**config.mk**
```make
export PLATFORM = sky130hd
export DESIGN_NAME = sams_sequencer
export DESIGN_NICKNAME = d
export VERILOG_FILES = /design/src/hdl/sams_pkg.sv /design/src/hdl/sams_sequencer.sv
export SDC_FILE = /design/constraint.sdc
export NUM_CORES = 1
export LEC_CHECK = 0
export ABC_AREA = 1
export BUFFER_PORTS_ARGS = -buffer_cell sky130_fd_sc_hd__buf_2
export CAP_MARGIN = 10
export CORE_MARGIN = 3
export CORE_UTILIZATION = 51
export CTS_CLUSTER_DIAMETER = 80
export DETAILED_ROUTE_END_ITERATION = 10
export PLACE_DENSITY_LB_ADDON = 0.2
export SETUP_SLACK_MARGIN = 0.05
export SLEW_MARGIN = 20
export SYNTH_ARGS = -nofsm -noshare
export SYNTH_HDL_FRONTEND = slang
export SYNTH_SLANG_ARGS = --single-unit
```
**constraint.sdc**
```tcl
create_clock -name clk_i -period 2.7 [get_ports clk_i]
set_input_delay 0.54 -clock clk_i [delete_from_list [all_inputs] [get_ports clk_i]]
set_output_delay 0.54 -clock clk_i [all_outputs]
set_load 0.005 [all_outputs]
```
**src/hdl/sams_pkg.sv**
```systemverilog
package sams_pkg;
    // =====================================================================
    // register map (byte addresses, one aligned word each)
    // =====================================================================
    localparam logic [15:0] MODE_OFF     = 16'hff28; // converter_mode_control
    localparam logic [15:0] RESULT_OFF   = 16'hff08; // result_word (16 bit)
    localparam logic [15:0] RESHI_OFF    = 16'hff0c; // result_high_byte
    localparam logic [15:0] STATUS_OFF   = 16'hff10; // sticky events, read clears
    localparam logic [15:0] MASK_OFF     = 16'hff14; // interrupt mask
    localparam logic [15:0] BITOP_OFF    = 16'hff18; // single-bit set/clear of mode
    // =====================================================================
    // mode register fields
    // =====================================================================
    localparam int          RUN_BIT      = 7;        // conversion_run
    localparam int          ZERO_BIT     = 6;        // always reads 0
    localparam int          DIV_LSB      = 3;        // divider_sel_2..0 at 5..3
    localparam int          LEN_LSB      = 1;        // sample_len_1..0 at 2..1
    localparam int          CMP_BIT      = 0;        // comparator_enable
    localparam logic [7:0]  MODE_RST     = 8'h00;    // mode reset value
    localparam logic [7:0]  MODE_WMASK   = 8'hbf;    // bit 6 not writable
    // bit operation word: bit 8 = set(1)/clear(0), bits 2..0 = bit number
    localparam int          BITOP_SET    = 8;
    // =====================================================================
    // status bits
    // =====================================================================
    localparam int          ST_DONE      = 0;        // conversion finished
    localparam int          ST_SUSPECT   = 1;        // first result not valid
    localparam int          ST_W         = 2;
    // =====================================================================
    // timing, in conversion-clock cycles
    // =====================================================================
    localparam logic [4:0]  CLR_CYC      = 5'h02;    // sar clear
    localparam logic [4:0]  SMP_SHORT    = 5'h06;    // sampling, field 00
    localparam logic [4:0]  SMP_LONG     = 5'h18;    // sampling, field 01
    localparam logic [4:0]  CMP_CYC      = 5'h0c;    // successive comparison
    localparam logic [4:0]  XFR_CYC      = 5'h02;    // transfer + interrupt
    localparam int          RES_W        = 10;       // sar width
    localparam int          RES_PAD      = 6;        // zero bits under result

    typedef enum logic [2:0] {
        SAMS_IDLE  = 3'b000,
        SAMS_CLEAR = 3'b001,
        SAMS_SAMP  = 3'b011,
        SAMS_COMP  = 3'b010,
        SAMS_XFER  = 3'b110
    } sams_state_e;

    // decoded mode register
    typedef struct packed {
        logic       run;
        logic [2:0] div;
        logic [1:0] len;
        logic       cmp;
    } sams_mode_s;

    // conversion-clock divide ratio for each divider code, 0 = prohibited
    function automatic logic [3:0] div_ratio(input logic [2:0] sel);
        case (sel)
            3'h0:    div_ratio = 4'hc;
            3'h1:    div_ratio = 4'h8;
            3'h2:    div_ratio = 4'h6;
            3'h3:    div_ratio = 4'h4;
            3'h4:    div_ratio = 4'h3;
            3'h5:    div_ratio = 4'h2;
            default: div_ratio = 4'h0;
        endcase
    endfunction
endpackage

```
**src/hdl/sams_sequencer.sv**
```systemverilog
// Added by the designer: the Wishbone slave port.
`timescale 1ns/10ps
`default_nettype none
// How it works
// - mode register resets zero, fixed bit layout
// - single-bit and full byte writes supported
// - run and comparator clear: fully stopped
// - comparator only: wait, no conversion
// - run converts continuously; no comparator flags first
// - run with comparator: repeated conversions, first result not flagged
// - mode write inserts one bus wait
// - divider 12,8,6,4,3,2; other codes prohibited
// - phases: clear 2, sample 6/24, compare 12, transfer 2
// - repeat conversion, interrupt each completion
// - result left-justified word plus high byte
// - sar resolves msb first down to lsb
module sams_sequencer (
    input  wire logic              clk_i,      // peripheral clock, 100 MHz
    input  wire logic              rst_i,      // synchronous reset, active high
    input  wire logic              cyc_i,      // wishbone cycle
    input  wire logic              stb_i,      // wishbone strobe
    input  wire logic              we_i,       // wishbone write enable
    input  wire logic [15:0]       adr_i,      // wishbone byte address
    input  wire logic [3:0]        sel_i,      // wishbone byte lanes
    input  wire logic [31:0]       dat_i,      // wishbone write data
    output logic      [31:0]       dat_o,      // wishbone read data
    output logic                   ack_o,      // wishbone acknowledge
    input  wire logic              cmp_hi_i,   // comparator: sample above trial
    output logic      [9:0]        trial_o,    // trial code to resistor string
    output logic                   sample_o,   // sample/hold tracking
    output logic                   cmp_on_o,   // comparator powered
    output logic                   irq_o       // level interrupt
);
    // =====================================================================
    // bus slave
    // =====================================================================
    logic [7:0]          mode_q, mode_d;       // converter_mode_control
    logic [15:0]         result_word_q, result_word_d;
    logic [7:0]          result_high_byte_q, result_high_byte_d;
    logic [1:0]          stat_q, stat_d;       // sticky events
    logic [1:0]          mask_q, mask_d;       // interrupt mask
    logic                ack_q, ack_d;
    logic [31:0]         rdat_q, rdat_d;
    logic                irq_q, irq_d;
    logic                done_ev, suspect_ev;  // events from sequencer
    logic                req;
    sams_pkg::sams_mode_s mode;

    assign req  = cyc_i && stb_i && !ack_q;
    assign mode = '{run: mode_q[sams_pkg::RUN_BIT],
                    div: mode_q[sams_pkg::DIV_LSB +: 3],
                    len: mode_q[sams_pkg::LEN_LSB +: 2],
                    cmp: mode_q[sams_pkg::CMP_BIT]};

    // register next values; ack one cycle after the request is seen
    always_comb begin
        mode_d             = mode_q;
        mask_d             = mask_q;
        stat_d             = stat_q;
        rdat_d             = 32'h0000_0000;
        ack_d              = req;                 // one wait cycle
        if (req && we_i && sel_i[0]) begin
            case (adr_i)
                sams_pkg::MODE_OFF:  mode_d = dat_i[7:0] & sams_pkg::MODE_WMASK;
                sams_pkg::BITOP_OFF: begin
                    // only the addressed bit changes
                    if (dat_i[2:0] != 3'(sams_pkg::ZERO_BIT)) begin
                        mode_d[dat_i[2:0]] = dat_i[sams_pkg::BITOP_SET];
                    end
                end
                sams_pkg::MASK_OFF:  mask_d = dat_i[1:0];
                default: ;                        // unmapped: ack, no effect
            endcase
        end
        if (req && !we_i) begin
            case (adr_i)
                sams_pkg::MODE_OFF:   rdat_d = {24'h0, mode_q};
                sams_pkg::RESULT_OFF: rdat_d = {16'h0, result_word_q};
                sams_pkg::RESHI_OFF:  rdat_d = {24'h0, result_high_byte_q};
                sams_pkg::STATUS_OFF: begin
                    rdat_d = {30'h0, stat_q};
                    stat_d = 2'b00;               // read clears
                end
                sams_pkg::MASK_OFF:   rdat_d = {30'h0, mask_q};
                default:              rdat_d = 32'h0000_0000;
            endcase
        end
        // hardware set wins over read clear
        if (done_ev) begin
            stat_d[sams_pkg::ST_DONE] = 1'b1;
        end
        if (suspect_ev) begin
            stat_d[sams_pkg::ST_SUSPECT] = 1'b1;
        end
        irq_d = |(stat_d & mask_d);
    end

    // bus and register flip-flops
    always_ff @(posedge clk_i) begin
        if (rst_i) begin
            mode_q <= sams_pkg::MODE_RST;
            mask_q <= 2'b00;
            stat_q <= 2'b00;
            ack_q  <= 1'b0;
            rdat_q <= 32'h0000_0000;
            irq_q  <= 1'b0;
        end else begin
            mode_q <= mode_d;
            mask_q <= mask_d;
            stat_q <= stat_d;
            ack_q  <= ack_d;
            rdat_q <= rdat_d;
            irq_q  <= irq_d;
        end
    end

    assign ack_o = ack_q;
    assign dat_o = rdat_q;
    assign irq_o = irq_q;

    // =====================================================================
    // conversion clock and sequencer
    // =====================================================================
    sams_pkg::sams_state_e st_q, st_d;
    logic [3:0]          pre_q, pre_d;         // prescaler
    logic [4:0]          cnt_q, cnt_d;         // phase counter in fad cycles
    logic [9:0]          sar_q, sar_d;
    logic [9:0]          bit_q, bit_d;         // one-hot trial bit
    logic                first_q, first_d;     // next result is first of run
    logic                samp_q, samp_d;
    logic                cmpon_q, cmpon_d;
    logic [9:0]          trial_q, trial_d;     // registered trial code to the string
    logic                tick;                 // one fad period elapsed
    logic                legal;                // divider and length allowed
    logic [3:0]          ratio;

    assign ratio = sams_pkg::div_ratio(mode.div);
    assign legal = (ratio != 4'h0) && !mode.len[1];
    assign tick  = (pre_q == ratio - 4'h1);

    // next state of the conversion sequence
    always_comb begin
        st_d       = st_q;
        pre_d      = tick ? 4'h0 : pre_q + 4'h1;
        cnt_d      = cnt_q;
        sar_d      = sar_q;
        bit_d      = bit_q;
        first_d    = first_q;
        done_ev    = 1'b0;
        suspect_ev = 1'b0;
        result_word_d      = result_word_q;
        result_high_byte_d = result_high_byte_q;
        cmpon_d    = mode.cmp || mode.run;
        if (!mode.run || !legal) begin
            // stopped, waiting or illegal divider/length: abort, nothing stored
            st_d    = sams_pkg::SAMS_IDLE;
            pre_d   = 4'h0;
            first_d = 1'b1;
        end else begin
            case (st_q)
                sams_pkg::SAMS_IDLE: begin
                    st_d  = sams_pkg::SAMS_CLEAR; // fresh start
                    cnt_d = sams_pkg::CLR_CYC;
                    pre_d = 4'h0;
                end
                sams_pkg::SAMS_CLEAR: begin
                    sar_d = 10'h000;
                    if (tick && cnt_q == 5'h01) begin
                        st_d  = sams_pkg::SAMS_SAMP;
                        cnt_d = mode.len[0] ? sams_pkg::SMP_LONG : sams_pkg::SMP_SHORT;
                    end else if (tick) begin
                        cnt_d = cnt_q - 5'h01;
                    end
                end
                sams_pkg::SAMS_SAMP: begin
                    if (tick && cnt_q == 5'h01) begin
                        st_d  = sams_pkg::SAMS_COMP;
                        cnt_d = sams_pkg::CMP_CYC;
                        bit_d = 10'h200;              // msb first
                    end else if (tick) begin
                        cnt_d = cnt_q - 5'h01;
                    end
                end
                sams_pkg::SAMS_COMP: begin
                    if (tick) begin
                        // ten steps decide bits, two settle
                        if (bit_q != 10'h000 && cmp_hi_i) begin
                            sar_d = sar_q | bit_q;
                        end
                        bit_d = bit_q >> 1;
                        cnt_d = cnt_q - 5'h01;
                        if (cnt_q == 5'h01) begin
                            st_d  = sams_pkg::SAMS_XFER;
                            cnt_d = sams_pkg::XFR_CYC;
                        end
                    end
                end
                sams_pkg::SAMS_XFER: begin
                    if (tick && cnt_q == 5'h01) begin
                        result_word_d = {sar_q, 6'h00};
                        result_high_byte_d = sar_q[9:2];
                        done_ev    = 1'b1;
                        suspect_ev = first_q && !mode.cmp;
                        first_d    = 1'b0;
                        st_d  = sams_pkg::SAMS_CLEAR;           // repeat
                        cnt_d = sams_pkg::CLR_CYC;
                    end else if (tick) begin
                        cnt_d = cnt_q - 5'h01;
                    end
                end
                default: st_d = sams_pkg::SAMS_IDLE;
            endcase
        end
        samp_d = (st_d == sams_pkg::SAMS_SAMP);
        // trial code leaves from a flop; it follows the sar with no extra lag
        trial_d = sar_d | bit_d;
    end

    // sequencer flip-flops
    always_ff @(posedge clk_i) begin
        if (rst_i) begin
            st_q    <= sams_pkg::SAMS_IDLE;
            pre_q   <= 4'h0;
            cnt_q   <= 5'h00;
            sar_q   <= 10'h000;
            bit_q   <= 10'h000;
            first_q <= 1'b1;
            samp_q  <= 1'b0;
            trial_q <= 10'h000;
            cmpon_q <= 1'b0;
            result_word_q      <= 16'h0000;
            result_high_byte_q <= 8'h00;
        end else begin
            st_q    <= st_d;
            pre_q   <= pre_d;
            cnt_q   <= cnt_d;
            sar_q   <= sar_d;
            bit_q   <= bit_d;
            first_q <= first_d;
            samp_q  <= samp_d;
            trial_q <= trial_d;
            cmpon_q <= cmpon_d;
            result_word_q      <= result_word_d;
            result_high_byte_q <= result_high_byte_d;
        end
    end

    assign trial_o  = trial_q;
    assign sample_o = samp_q;
    assign cmp_on_o = cmpon_q;

    // =====================================================================
    // assertions
    // =====================================================================
    a_mode_reset: assert property (@(posedge clk_i) $past(rst_i) |-> mode_q == 8'h00)
        else $error("mode not zero after reset");
    a_bit6_zero: assert property (@(posedge clk_i) disable iff (rst_i) !mode_q[6])
        else $error("mode bit 6 set");
    a_stop_off: assert property (@(posedge clk_i) disable iff (rst_i)
        (!mode.run && !mode.cmp) |=> (!cmp_on_o && st_q == sams_pkg::SAMS_IDLE))
        else $error("stopped converter still active");
    a_wait_mode: assert property (@(posedge clk_i) disable iff (rst_i)
        (!mode.run && mode.cmp) |=> (cmp_on_o && st_q == sams_pkg::SAMS_IDLE))
        else $error("waiting mode wrong");
    a_ack_wait: assert property (@(posedge clk_i) disable iff (rst_i)
        (cyc_i && stb_i && !ack_o) |=> ack_o)
        else $error("ack not after one wait");
    a_abort_clean: assert property (@(posedge clk_i) disable iff (rst_i)
        (!mode.run) |=> !done_ev && $stable(result_word_q))
        else $error("result changed while stopped");
    a_result_form: assert property (@(posedge clk_i) disable iff (rst_i)
        result_word_q[5:0] == 6'h00 && result_word_q[15:8] == result_high_byte_q)
        else $error("result registers disagree");
    a_bit_walk: assert property (@(posedge clk_i) disable iff (rst_i)
        (st_q == sams_pkg::SAMS_COMP && tick && mode.run && legal && bit_q != 10'h000)
        |=> bit_q == $past(bit_q) >> 1)
        else $error("sar bit order wrong");
    // comparator stays powered whenever run or comparator_enable is set
    a_cmp_power: assert property (@(posedge clk_i) disable iff (rst_i)
        (mode.run || mode.cmp) |=> cmp_on_o)
        else $error("comparator not powered");
    // a stopped converter never tracks the input
    a_stop_nosamp: assert property (@(posedge clk_i) disable iff (rst_i)
        (!mode.run) |=> !sample_o)
        else $error("sampling while stopped");
    // results only move in the transfer phase
    a_result_hold: assert property (@(posedge clk_i) disable iff (rst_i)
        (st_q != sams_pkg::SAMS_XFER) |=> $stable(result_word_q))
        else $error("result changed outside transfer");
    a_irq_level: assert property (@(posedge clk_i) disable iff (rst_i)
        done_ev && mask_q[0] |=> ##1 irq_o)
        else $error("interrupt missed");
    c_conversion: cover property (@(posedge clk_i) done_ev);
    c_suspect: cover property (@(posedge clk_i) suspect_ev);
    c_abort: cover property (@(posedge clk_i) st_q == sams_pkg::SAMS_COMP && !mode.run);
    // waiting mode and long sampling both get exercised
    c_waiting: cover property (@(posedge clk_i) !mode.run && mode.cmp && cmp_on_o);
    c_long_smp: cover property (@(posedge clk_i) st_q == sams_pkg::SAMS_SAMP && mode.len[0]);
endmodule
`default_nettype wire

```
==> results of run 1 <==
-- critical path: cells and delay by family (launching register included) --
| kind | cells | cell delay [ns] |
|---|---|---|
| fa+ha+maj | 1 | 0.28 |
| compound gates | 3 | 0.39 |
| simple gates | 5 | 0.76 |
| xor+xnor | 1 | 0.16 |
| flops | 1 | 0.37 |
| buf+inv | 2 | 0.38 |
-- flip-flops by register name, summed over array words and instances (netlist names), 4 cells and up --
name / flops
cnt_q: 5
sar_q: 10
result_high_byte_q: 8
dat_o: 16
trial_o: 10
mode_q: 8
bit_q: 10
pre_q: 4
-- path summary, 6_finish.rpt --
check                                                          end  slack (ns)
worst min register to register                first_q$_SDFFE_PP1P_        0.45
worst max-delay path            result_high_byte_q[7]$_SDFFE_PP0P_        0.25
worst max register to register  result_high_byte_q[7]$_SDFFE_PP0P_        0.25
worst min-delay path                              ack_o$_SDFF_PP0_        0.43
-- Yosys cell counts, types with 4 or more instances --
cell type / count
inv_1: 76
buf_4: 17
nor2_2: 5
buf_2: 4
nand2_1: 107
o21ai_0: 36
o21ai_1: 5
nand3_1: 18
o32ai_1: 4
nor3_1: 24
o22ai_1: 5
nor2_1: 78
dfxtp_1: 85
nand4_1: 5
ha_1: 4
clkbuf_1: 6
a21oi_1: 45
nand2_2: 6
-- cell families (layout without fill, tap and decap cells) --
logic type                 after synthesis  count (layout)
DFF                                     85              85
and+or+nand+nor                        265             265
buffers and inverters                  110             163
adders and majority gates                4               4
other                                    1              16
muxes                                    2               2
AOI/OAI and AO/OA                      108             108
xor gates and xnor gates                 6               6
-- repair_timing --
| item | in CTS | in global routing |
|---|---|---|
| setup buffers | 0 | 0 |
| gates resized for setup | 0 | 6 |
| endpoints found under the setup margin | 0 | 15 |
-- layout make-up --
cell class	count	share of cell area [%]
timing repair buffer	67	7.49
inverter	80	6.38
clock buffer	10	2.92
multi-input combinational	401	43.2
sequential	85	36.2
clock inverter	6	1.14
tap	102	2.71
-- power by group through the flow --
stage	clock, mW	combinational (mW)	sequential [mW]
final	0.861	0.0842	1.25
after global routing	0.917	0.0948	1.25
after CTS	0.879	0.0833	1.25
after detailed placement	0	0.0830	1.28
after global placement	0	0.0814	1.28
after floorplan	0	0.0622	1.28
-- layer usage --
| layer | GRT usage [%] | vias up | part of all wire (%) |
|---|---|---|---|
| met1 | 25.0 | 1656 | 46 |
| met2 | 33.3 | 94 | 46 |
| met5 | 0 | - | 0 |
| met3 | 3.36 | 21 | 5.4 |
| li1 | - | 1973 | - |
| met4 | 9.24 | 0 | 2.8 |
==> impl_metrics.csv, run 1 <==
group,metric,value,unit
global_route,grt_pass1_wl,14.5,mm
logic_synthesis,syn_area_per_cell,7.15,um2
clocking,cts_tree,"done",
layout,multiInputGateArea,0.00203,mm2
clocking,h-tree-depth,3,
route,routed_via_density,4.99,
layout,seq_area,0.00170,mm2
layout,finish.utilization,60.3,%
power_and_ir_drop,power_frac_clock,39.2,%
hold_path,min_from,"rst_i",
timing,setup_violations,0,
setup_path,crit_required,2.94,ns
place,dpl-instance-area,0.00449,mm2
setup_path,slowest_stage,"dfxtp_1",
logic_synthesis,yosysTopAreaCellShare,41.0,%
setup_path,startpoint,"mode_q[4]$_SDFFE_PP0P_",
power_and_ir_drop,sw_frac_of_total,24.7,%
logic_synthesis,ys_types,47,
logic_synthesis,synth_seq_area_share,41.0,%
global_route,grt_max_degree,46,
timing,maxSlewViolCount,0,
floorplanning,die_h,96.3,um
timing,setup_tns,0,ns
route,wl,9.25,mm
global_route,grt-ovfl-total,0,
logic_synthesis,synth_area,0.00415,mm2
layout,syn2layout_area_growth,13.4,%
power_and_ir_drop,ir_drop,0.287,mV
timing,slew_headroom,66.2,%
floorplanning,design.die.area,0.00926,mm2
layout,final_nets,706,
logic_synthesis,synth-edff-count,0,
logic_synthesis,synth_seq_cells,85,
route,ant_nets,0,
route,route.detailed.drc,0,
place,place_ws,0.136,ns
logic_synthesis,syn_inst,581,
setup_path,cp_max_fo,20,
hold_path,hp-class,"primary input to flop",
layout,finalInstanceArea,0.00471,mm2
setup_path,arrival,2.69,ns
layout,layout_commonest_cell,"nand2_1",
global_route,grt_pass1_vias,3277,
route,drt_iter0_markers,119,
power_and_ir_drop,internal-power,1.66,mW
power_and_ir_drop,leakage,2.04,nW
logic_synthesis,synth.yosys.warnings,0,
place,portBuffers,60,
setup_path,critPathMaxStageDelay,0.37,ns
logic_synthesis,synthAdderAreaFrac,1.20,%
floorplanning,core_area,0.00781,mm2
logic_synthesis,ys.flop_type,"dfxtp_1",
timing,timing.fmax,0.409,GHz
logic_synthesis,synth_area_leaders,"dfxtp_1, nand2_1, nor2_1, inv_1, a21oi_1",
timing,post-route-period-util,90.6,%
clocking,clk_path_buf_depth,2,
power_and_ir_drop,pwr-share-comb,3.8,%
floorplanning,start_util,53.2,%
timing,hold_violations,0,
route,wl_per_cell,12.3,um
logic_synthesis,synthArstFlopShare,0,%
setup_path,endpoint_kind,"flop",
layout,n_fill_cell,763,
timing,tightest_slew,0.506,ns
setup_path,reg2regPathDepth,12,
clocking,numCtsBuffers,9,
power_and_ir_drop,seq_power_share,57.0,%
layout,layout-drive-gt1-share,17.7,%
global_route,track_usage,20.0,%
layout,stdcell_count,751,
timing,rsz0062_at_grt,"no",
flow_run,maxCapViolations,0,
setup_path,critPathLaunchType,"flop",
logic_synthesis,synth_mux_area_share,0.482,%
setup_path,r2r_start,"mode_q[4]$_SDFFE_PP0P_",
logic_synthesis,synth.largest_area_cell,"dfxtp_1",
setup_path,worstSetupPathType,"flop to flop",
place,placedCellCount,735,
clocking,hold_buffers,0,
setup_path,cp_cell_sequence,"inv_1 -> o21ai_0 -> nand2_1 -> ha_1 -> xnor2_1 -> nor2_4 -> nand3_4 -> nor2_4 -> nand3_1 -> buf_4 -> o21ai_0 -> a21oi_1",
place,routabilityCongestion,0.853,
layout,antennaDiodeCount,0,
power_and_ir_drop,powerDensity,467,mW/mm2
clocking,clk_pin_slew,0.09,ns
floorplanning,io_pins,104,
status,outcome,"finished clean",
logic_synthesis,synthSimpleGateAreaFrac,29.6,%
layout,final_cell_mix,"nand2_1, dfxtp_1, nor2_1",
global_route,antenna_found_initial,0,
logic_synthesis,synth_top_family_by_area,"simple AND/OR/NAND/NOR gates",
logic_synthesis,synth_compound_area_share,14.5,%
timing,skew,0.0148,ns
hold_path,hold_depth,2,
clocking,root_buffer,"clkbuf_8",
route,vias,3744,
timing,whs,0.433,ns
floorplanning,die_x,96.3,um
power_and_ir_drop,netSwitchingPower,0.543,mW
clocking,clk_latency,0.36,ns
place,dp_hpwl,6.87,mm
floorplanning,std_cell_rows,32,
logic_synthesis,synthXorXnorAreaFrac,1.27,%
route,dr.pass1.iters,5,
timing,worst_slack,0.253,ns
power_and_ir_drop,p_total,2.20,mW
timing,min_period,2.45,ns
clocking,cts_sinks,85,
(Power assumes the default switching activity.)
==> run 2: changes to the inputs <==
==> constraint.sdc (replaced) <==
create_clock -name clk_i -period 2.7 [get_ports clk_i]
set_input_delay 0 -clock clk_i [delete_from_list [all_inputs] [get_ports clk_i]]
set_output_delay 0 -clock clk_i [all_outputs]
set_load 0.1 [all_outputs]
==> impl_metrics.csv, run 2 (synthesis results as in run 1) <==
group,metric,value,unit
status,outcome,"finished clean",
floorplanning,core_area,0.00781,mm2
floorplanning,io_pins,104,
power_and_ir_drop,pwr-share-comb,7.5,%
power_and_ir_drop,p_total,2.40,mW
power_and_ir_drop,netSwitchingPower,0.649,mW
route,ant_nets,0,
layout,n_fill_cell,711,
timing,maxSlewViolCount,0,
floorplanning,die_x,96.3,um
layout,largest_reg_flops,16,
power_and_ir_drop,sw_frac_of_total,27.0,%
setup_path,cp_cell_sequence,"inv_1 -> o21ai_0 -> nand2_1 -> ha_1 -> xnor2_1 -> nor2_4 -> nand4_4 -> nand2_2 -> inv_1 -> nor2_8 -> nor2_1 -> a21oi_1 -> a21oi_1",
route,routed_via_density,4.97,
power_and_ir_drop,leakage,2.07,nW
place,placedCellCount,734,
flow_run,maxCapViolations,0,
floorplanning,die_h,96.3,um
timing,setup_tns,0,ns
global_route,grt_pass1_wl,14.9,mm
setup_path,r2r_slack,0.28,ns
setup_path,arrival,2.64,ns
global_route,grt_max_degree,47,
hold_path,hp-class,"primary input to flop",
setup_path,cp_max_fo,9,
setup_path,crit_buf_inv,2,
place,routabilityCongestion,0.855,
route,drt_iter0_markers,190,
setup_path,critPathMaxStageDelay,0.38,ns
route,wl,9.32,mm
clocking,clk_path_buf_depth,2,
clocking,cts_tree,"done",
setup_path,cp_top_family,"simple AND/OR/NAND/NOR gates",
power_and_ir_drop,seq_power_share,52.2,%
floorplanning,std_cell_rows,32,
timing,skew,0.0108,ns
route,dr.pass1.iters,4,
timing,hold_violations,0,
power_and_ir_drop,internal-power,1.75,mW
timing,tightest_slew,0.506,ns
timing,rsz0062_at_grt,"yes",
layout,layout_commonest_cell,"nand2_1",
clocking,root_buffer,"clkbuf_8",
timing,timing.fmax,0.414,GHz
global_route,antenna_found_initial,0,
setup_path,crit_required,2.93,ns
global_route,grt_pass1_vias,3401,
timing,min_period,2.42,ns
global_route,track_usage,20.7,%
global_route,grt-ovfl-total,0,
clocking,cts_sinks,85,
layout,layout-drive-gt1-share,18.0,%
route,wl_per_cell,12.4,um
timing,post-route-period-util,89.5,%
place,portBuffers,60,
clocking,clk_latency,0.36,ns
layout,antennaDiodeCount,0,
setup_path,slowest_stage,"dfxtp_1",
clocking,numCtsBuffers,9,
place,dp_hpwl,6.84,mm
clocking,h-tree-depth,3,
power_and_ir_drop,ir_drop,0.334,mV
clocking,clk_pin_slew,0.09,ns
layout,syn2layout_area_growth,14.7,%
setup_path,critPathLaunchType,"flop",
layout,final_nets,708,
layout,stdcell_count,753,
floorplanning,design.die.area,0.00926,mm2
power_and_ir_drop,power_frac_clock,40.3,%
route,vias,3746,
timing,setup_violations,0,
timing,slew_headroom,66.2,%
route,route.detailed.drc,0,
floorplanning,start_util,53.2,%
layout,final_cell_mix,"nand2_1, dfxtp_1, nor2_1",
setup_path,worstSetupPathType,"flop to flop",
setup_path,endpoint_kind,"flop",
power_and_ir_drop,powerDensity,504,mW/mm2
==> run 2: tightest hold or removal path, cell delays in order <==
cell	delay, ns
buf_2	0.15
mux2i_1	0.13
nor2_1	0.06
==> run 2: worst paths after layout <==
check,startpoint,to,cells past startpoint
setup reg to reg,mode_q[4]$_SDFFE_PP0P_,trial_o[1]$_SDFF_PP0_,13
setup / recovery,mode_q[4]$_SDFFE_PP0P_,trial_o[1]$_SDFF_PP0_,13
hold / removal,dat_i[1],mask_q[1]$_SDFF_PP0_,3
hold reg to reg,first_q$_SDFFE_PP1P_,first_q$_SDFFE_PP1P_,2
==> run 2: final cells by class <==
cell class | instances | area, um2 | area share, %
clock inverter | 6 | 77.6 | 1.63
timing repair buffer | 69 | 380 | 7.98
multi-input combinational | 401 | 2040 | 42.8
sequential | 85 | 1700 | 35.7
inverter | 80 | 300 | 6.30
tap | 102 | 128 | 2.68
clock buffer | 10 | 138 | 2.89
==> run 2: layer usage <==
layer | vias to the layer above | track usage [%] | wire [um]
li1 | 1978 | - | -
met1 | 1666 | 26.6 | 4360
met2 | 86 | 33.2 | 4260
met3 | 16 | 4.61 | 495
met4 | 0 | 9.00 | 205
met5 | - | 0 | 0
==> run 2: timing repair <==
item | 4_1_cts | 5_1_grt
setup buffers | 0 | 3
gates resized for setup | 0 | 8
hold buffers | 0 | 0
endpoints found under the setup margin | 0 | 33
==> run 2: power groups by stage <==
stage / Sequential (mW) / Combinational, mW / Clock [mW]
after floorplan: 1.29 / 0.155 / 0
after global routing: 1.25 / 0.191 / 1.04
after detailed placement: 1.28 / 0.178 / 0
after CTS: 1.25 / 0.179 / 0.989
after global placement: 1.28 / 0.177 / 0
final: 1.25 / 0.179 / 0.968
==> run 2: metrics by stage <==
stage / instance area (um2) / util [%] / hold slack, ns / setup WS, ns
finish: 4760 / 61.0 / 0.0402 / 0.283
global route: 4760 / 61.0 / 0.0576 / 0.0185
CTS: 4700 / 60.2 / 0.0220 / 0.0971
detailed placement: 4490 / 57.5 / 0.403 / 0.144
global placement: 4490 / 57.5 / 0.408 / 0.244
floorplan: 4210 / - / 0.233 / 0.594
==> run 3: changes to the inputs <==
==> constraint.sdc (replaced) <==
create_clock -name clk_i -period 2.6 [get_ports clk_i]
set_input_delay 0 -clock clk_i [delete_from_list [all_inputs] [get_ports clk_i]]
set_output_delay 0 -clock clk_i [all_outputs]
set_load 0.1 [all_outputs]
==> impl_metrics.csv, run 3 (synthesis results as in run 1) <==
group,metric,value,unit
status,outcome,"finished clean",
power_and_ir_drop,seq_power_share,53.9,%
place,placedCellCount,733,
timing,slew_headroom,64.0,%
global_route,grt.busiest_layer,"met2",
timing,setup_violations,0,
floorplanning,die_h,96.3,um
setup_path,cp_max_fo,9,
setup_path,worstSetupPathType,"flop to flop",
layout,syn2layout_area_growth,12.7,%
global_route,grt_pass1_vias,3301,
clocking,cts_resized,0,
layout,final_cell_mix,"nand2_1, dfxtp_1, nor2_1",
floorplanning,std_cell_rows,32,
place,portBuffers,60,
timing,rsz0062_at_grt,"no",
layout,seq_area,0.00170,mm2
clocking,cts_sinks,85,
clocking,clk_latency,0.35,ns
clocking,numCtsBuffers,9,
layout,multiInputGateArea,0.00202,mm2
timing,skew,0.00965,ns
global_route,grt-ovfl-total,0,
layout,stdcell_count,748,
layout,layout-drive-gt1-share,17.6,%
route,vias,3754,
global_route,track_usage,20.1,%
floorplanning,design.die.area,0.00926,mm2
global_route,grtUsageMet2,32.1,%
global_route,met1_usage,26.4,%
global_route,grt_pass1_wl,14.6,mm
global_route,met3_usage,2.89,%
floorplanning,core_area,0.00781,mm2
clocking,root_buffer,"clkbuf_8",
setup_path,critPathLaunchType,"flop",
power_and_ir_drop,powerDensity,515,mW/mm2
timing,setup_tns,0,ns
power_and_ir_drop,leakage,2.03,nW
clocking,post_cts_buffers,0,
clocking,h-tree-depth,3,
timing,maxSlewViolCount,0,
timing,hold_violations,0,
power_and_ir_drop,ir_drop,0.303,mV
route,dr.pass1.iters,5,
setup_path,endpoint_kind,"flop",
route,ant_nets,0,
hold_path,hold_depth,5,
global_route,antenna_found_initial,0,
flow_run,maxCapViolations,0,
timing,min_period,2.30,ns
power_and_ir_drop,internal-power,1.77,mW
layout,n_fill_cell,728,
power_and_ir_drop,sw_frac_of_total,26.4,%
clocking,clk_path_buf_depth,2,
floorplanning,die_x,96.3,um
layout,antennaDiodeCount,0,
clocking,cts_tree,"done",
hold_path,hp-class,"primary input to flop",
setup_path,arrival,2.52,ns
power_and_ir_drop,netSwitchingPower,0.637,mW
place,dp_hpwl,6.73,mm
place,routabilityCongestion,0.874,
route,routed_via_density,5.02,
layout,largest_reg_flops,16,
timing,timing.fmax,0.435,GHz
global_route,grt_max_degree,47,
floorplanning,start_util,53.2,%
power_and_ir_drop,pwr-share-comb,7.7,%
power_and_ir_drop,power_frac_clock,38.4,%
clocking,hold_buffers,0,
route,wl,9.08,mm
layout,final_nets,704,
route,drt_iter0_markers,138,
power_and_ir_drop,p_total,2.41,mW
timing,post-route-period-util,88.5,%
timing,tightest_slew,0.540,ns
route,wl_per_cell,12.1,um
setup_path,crit_required,2.81,ns
route,route.detailed.drc,0,
layout,layout_commonest_cell,"nand2_1",
clocking,clk_pin_slew,0.09,ns
floorplanning,io_pins,104,
setup_path,reg2regPathDepth,14,
==> run 3: worst paths after layout <==
| check | from | endpoint | slack [ns] |
|---|---|---|---|
| max | mode_q[5]$_SDFFE_PP0P_ | trial_o[0]$_SDFF_PP0_ | 0.30 |
| max reg2reg | mode_q[5]$_SDFFE_PP0P_ | trial_o[0]$_SDFF_PP0_ | 0.30 |
| min reg2reg | first_q$_SDFFE_PP1P_ | first_q$_SDFFE_PP1P_ | 0.45 |
| min | stb_i | ack_o$_SDFF_PP0_ | 0.04 |
==> run 3: worst max-delay path, cell delays in order, from the launching register on <==
cell and delay [ns]:
dfxtp_2 0.40, inv_2 0.10, o21ai_1 0.08, nand2_1 0.06, ha_1 0.28, xnor2_1 0.16
nor2_4 0.16, nand3_2 0.11, buf_4 0.20, nand2_4 0.08, nand2_4 0.07, nor2_8 0.17
nor2_1 0.05, a21oi_1 0.15, a21oi_1 0.09
==> run 3: final cells by class <==
cell class              count  share of cell area, %
clock inverters             6                   1.50
well taps                 102                   2.73
repair buffers             65                   7.22
multi-input cells         401                   43.1
clock buffers               9                   2.65
flip-flops and latches     85                   36.4
inverters                  80                   6.41
==> run 3: through the flow <==
stage	hold WS, ns	worst slack [ns]	area (um2)	util, %
6_report	0.0399	0.299	4680	60.0
5_1_grt	0.0683	0.0579	4680	60.0
4_1_cts	0.0252	0.151	4670	59.9
3_5_place_dp	0.400	0.192	4480	57.4
3_3_place_gp	0.407	0.181	4480	57.4
2_1_floorplan	0.233	0.494	4210	-
==> run 3: power by group through the flow <==
stage / Sequential, mW / Combinational [mW] / Clock (mW)
6_report: 1.30 / 0.186 / 0.926
3_5_place_dp: 1.33 / 0.184 / 0
5_1_grt: 1.30 / 0.197 / 1.00
3_3_place_gp: 1.33 / 0.183 / 0
4_1_cts: 1.30 / 0.185 / 0.955
2_1_floorplan: 1.34 / 0.161 / 0
==> run 3: per-layer routing <==
metal,vias up,part of all wire [%]
li1,1965,-
met4,0,2.9
met1,1656,46
met5,-,0
met3,23,5.4
met2,110,45
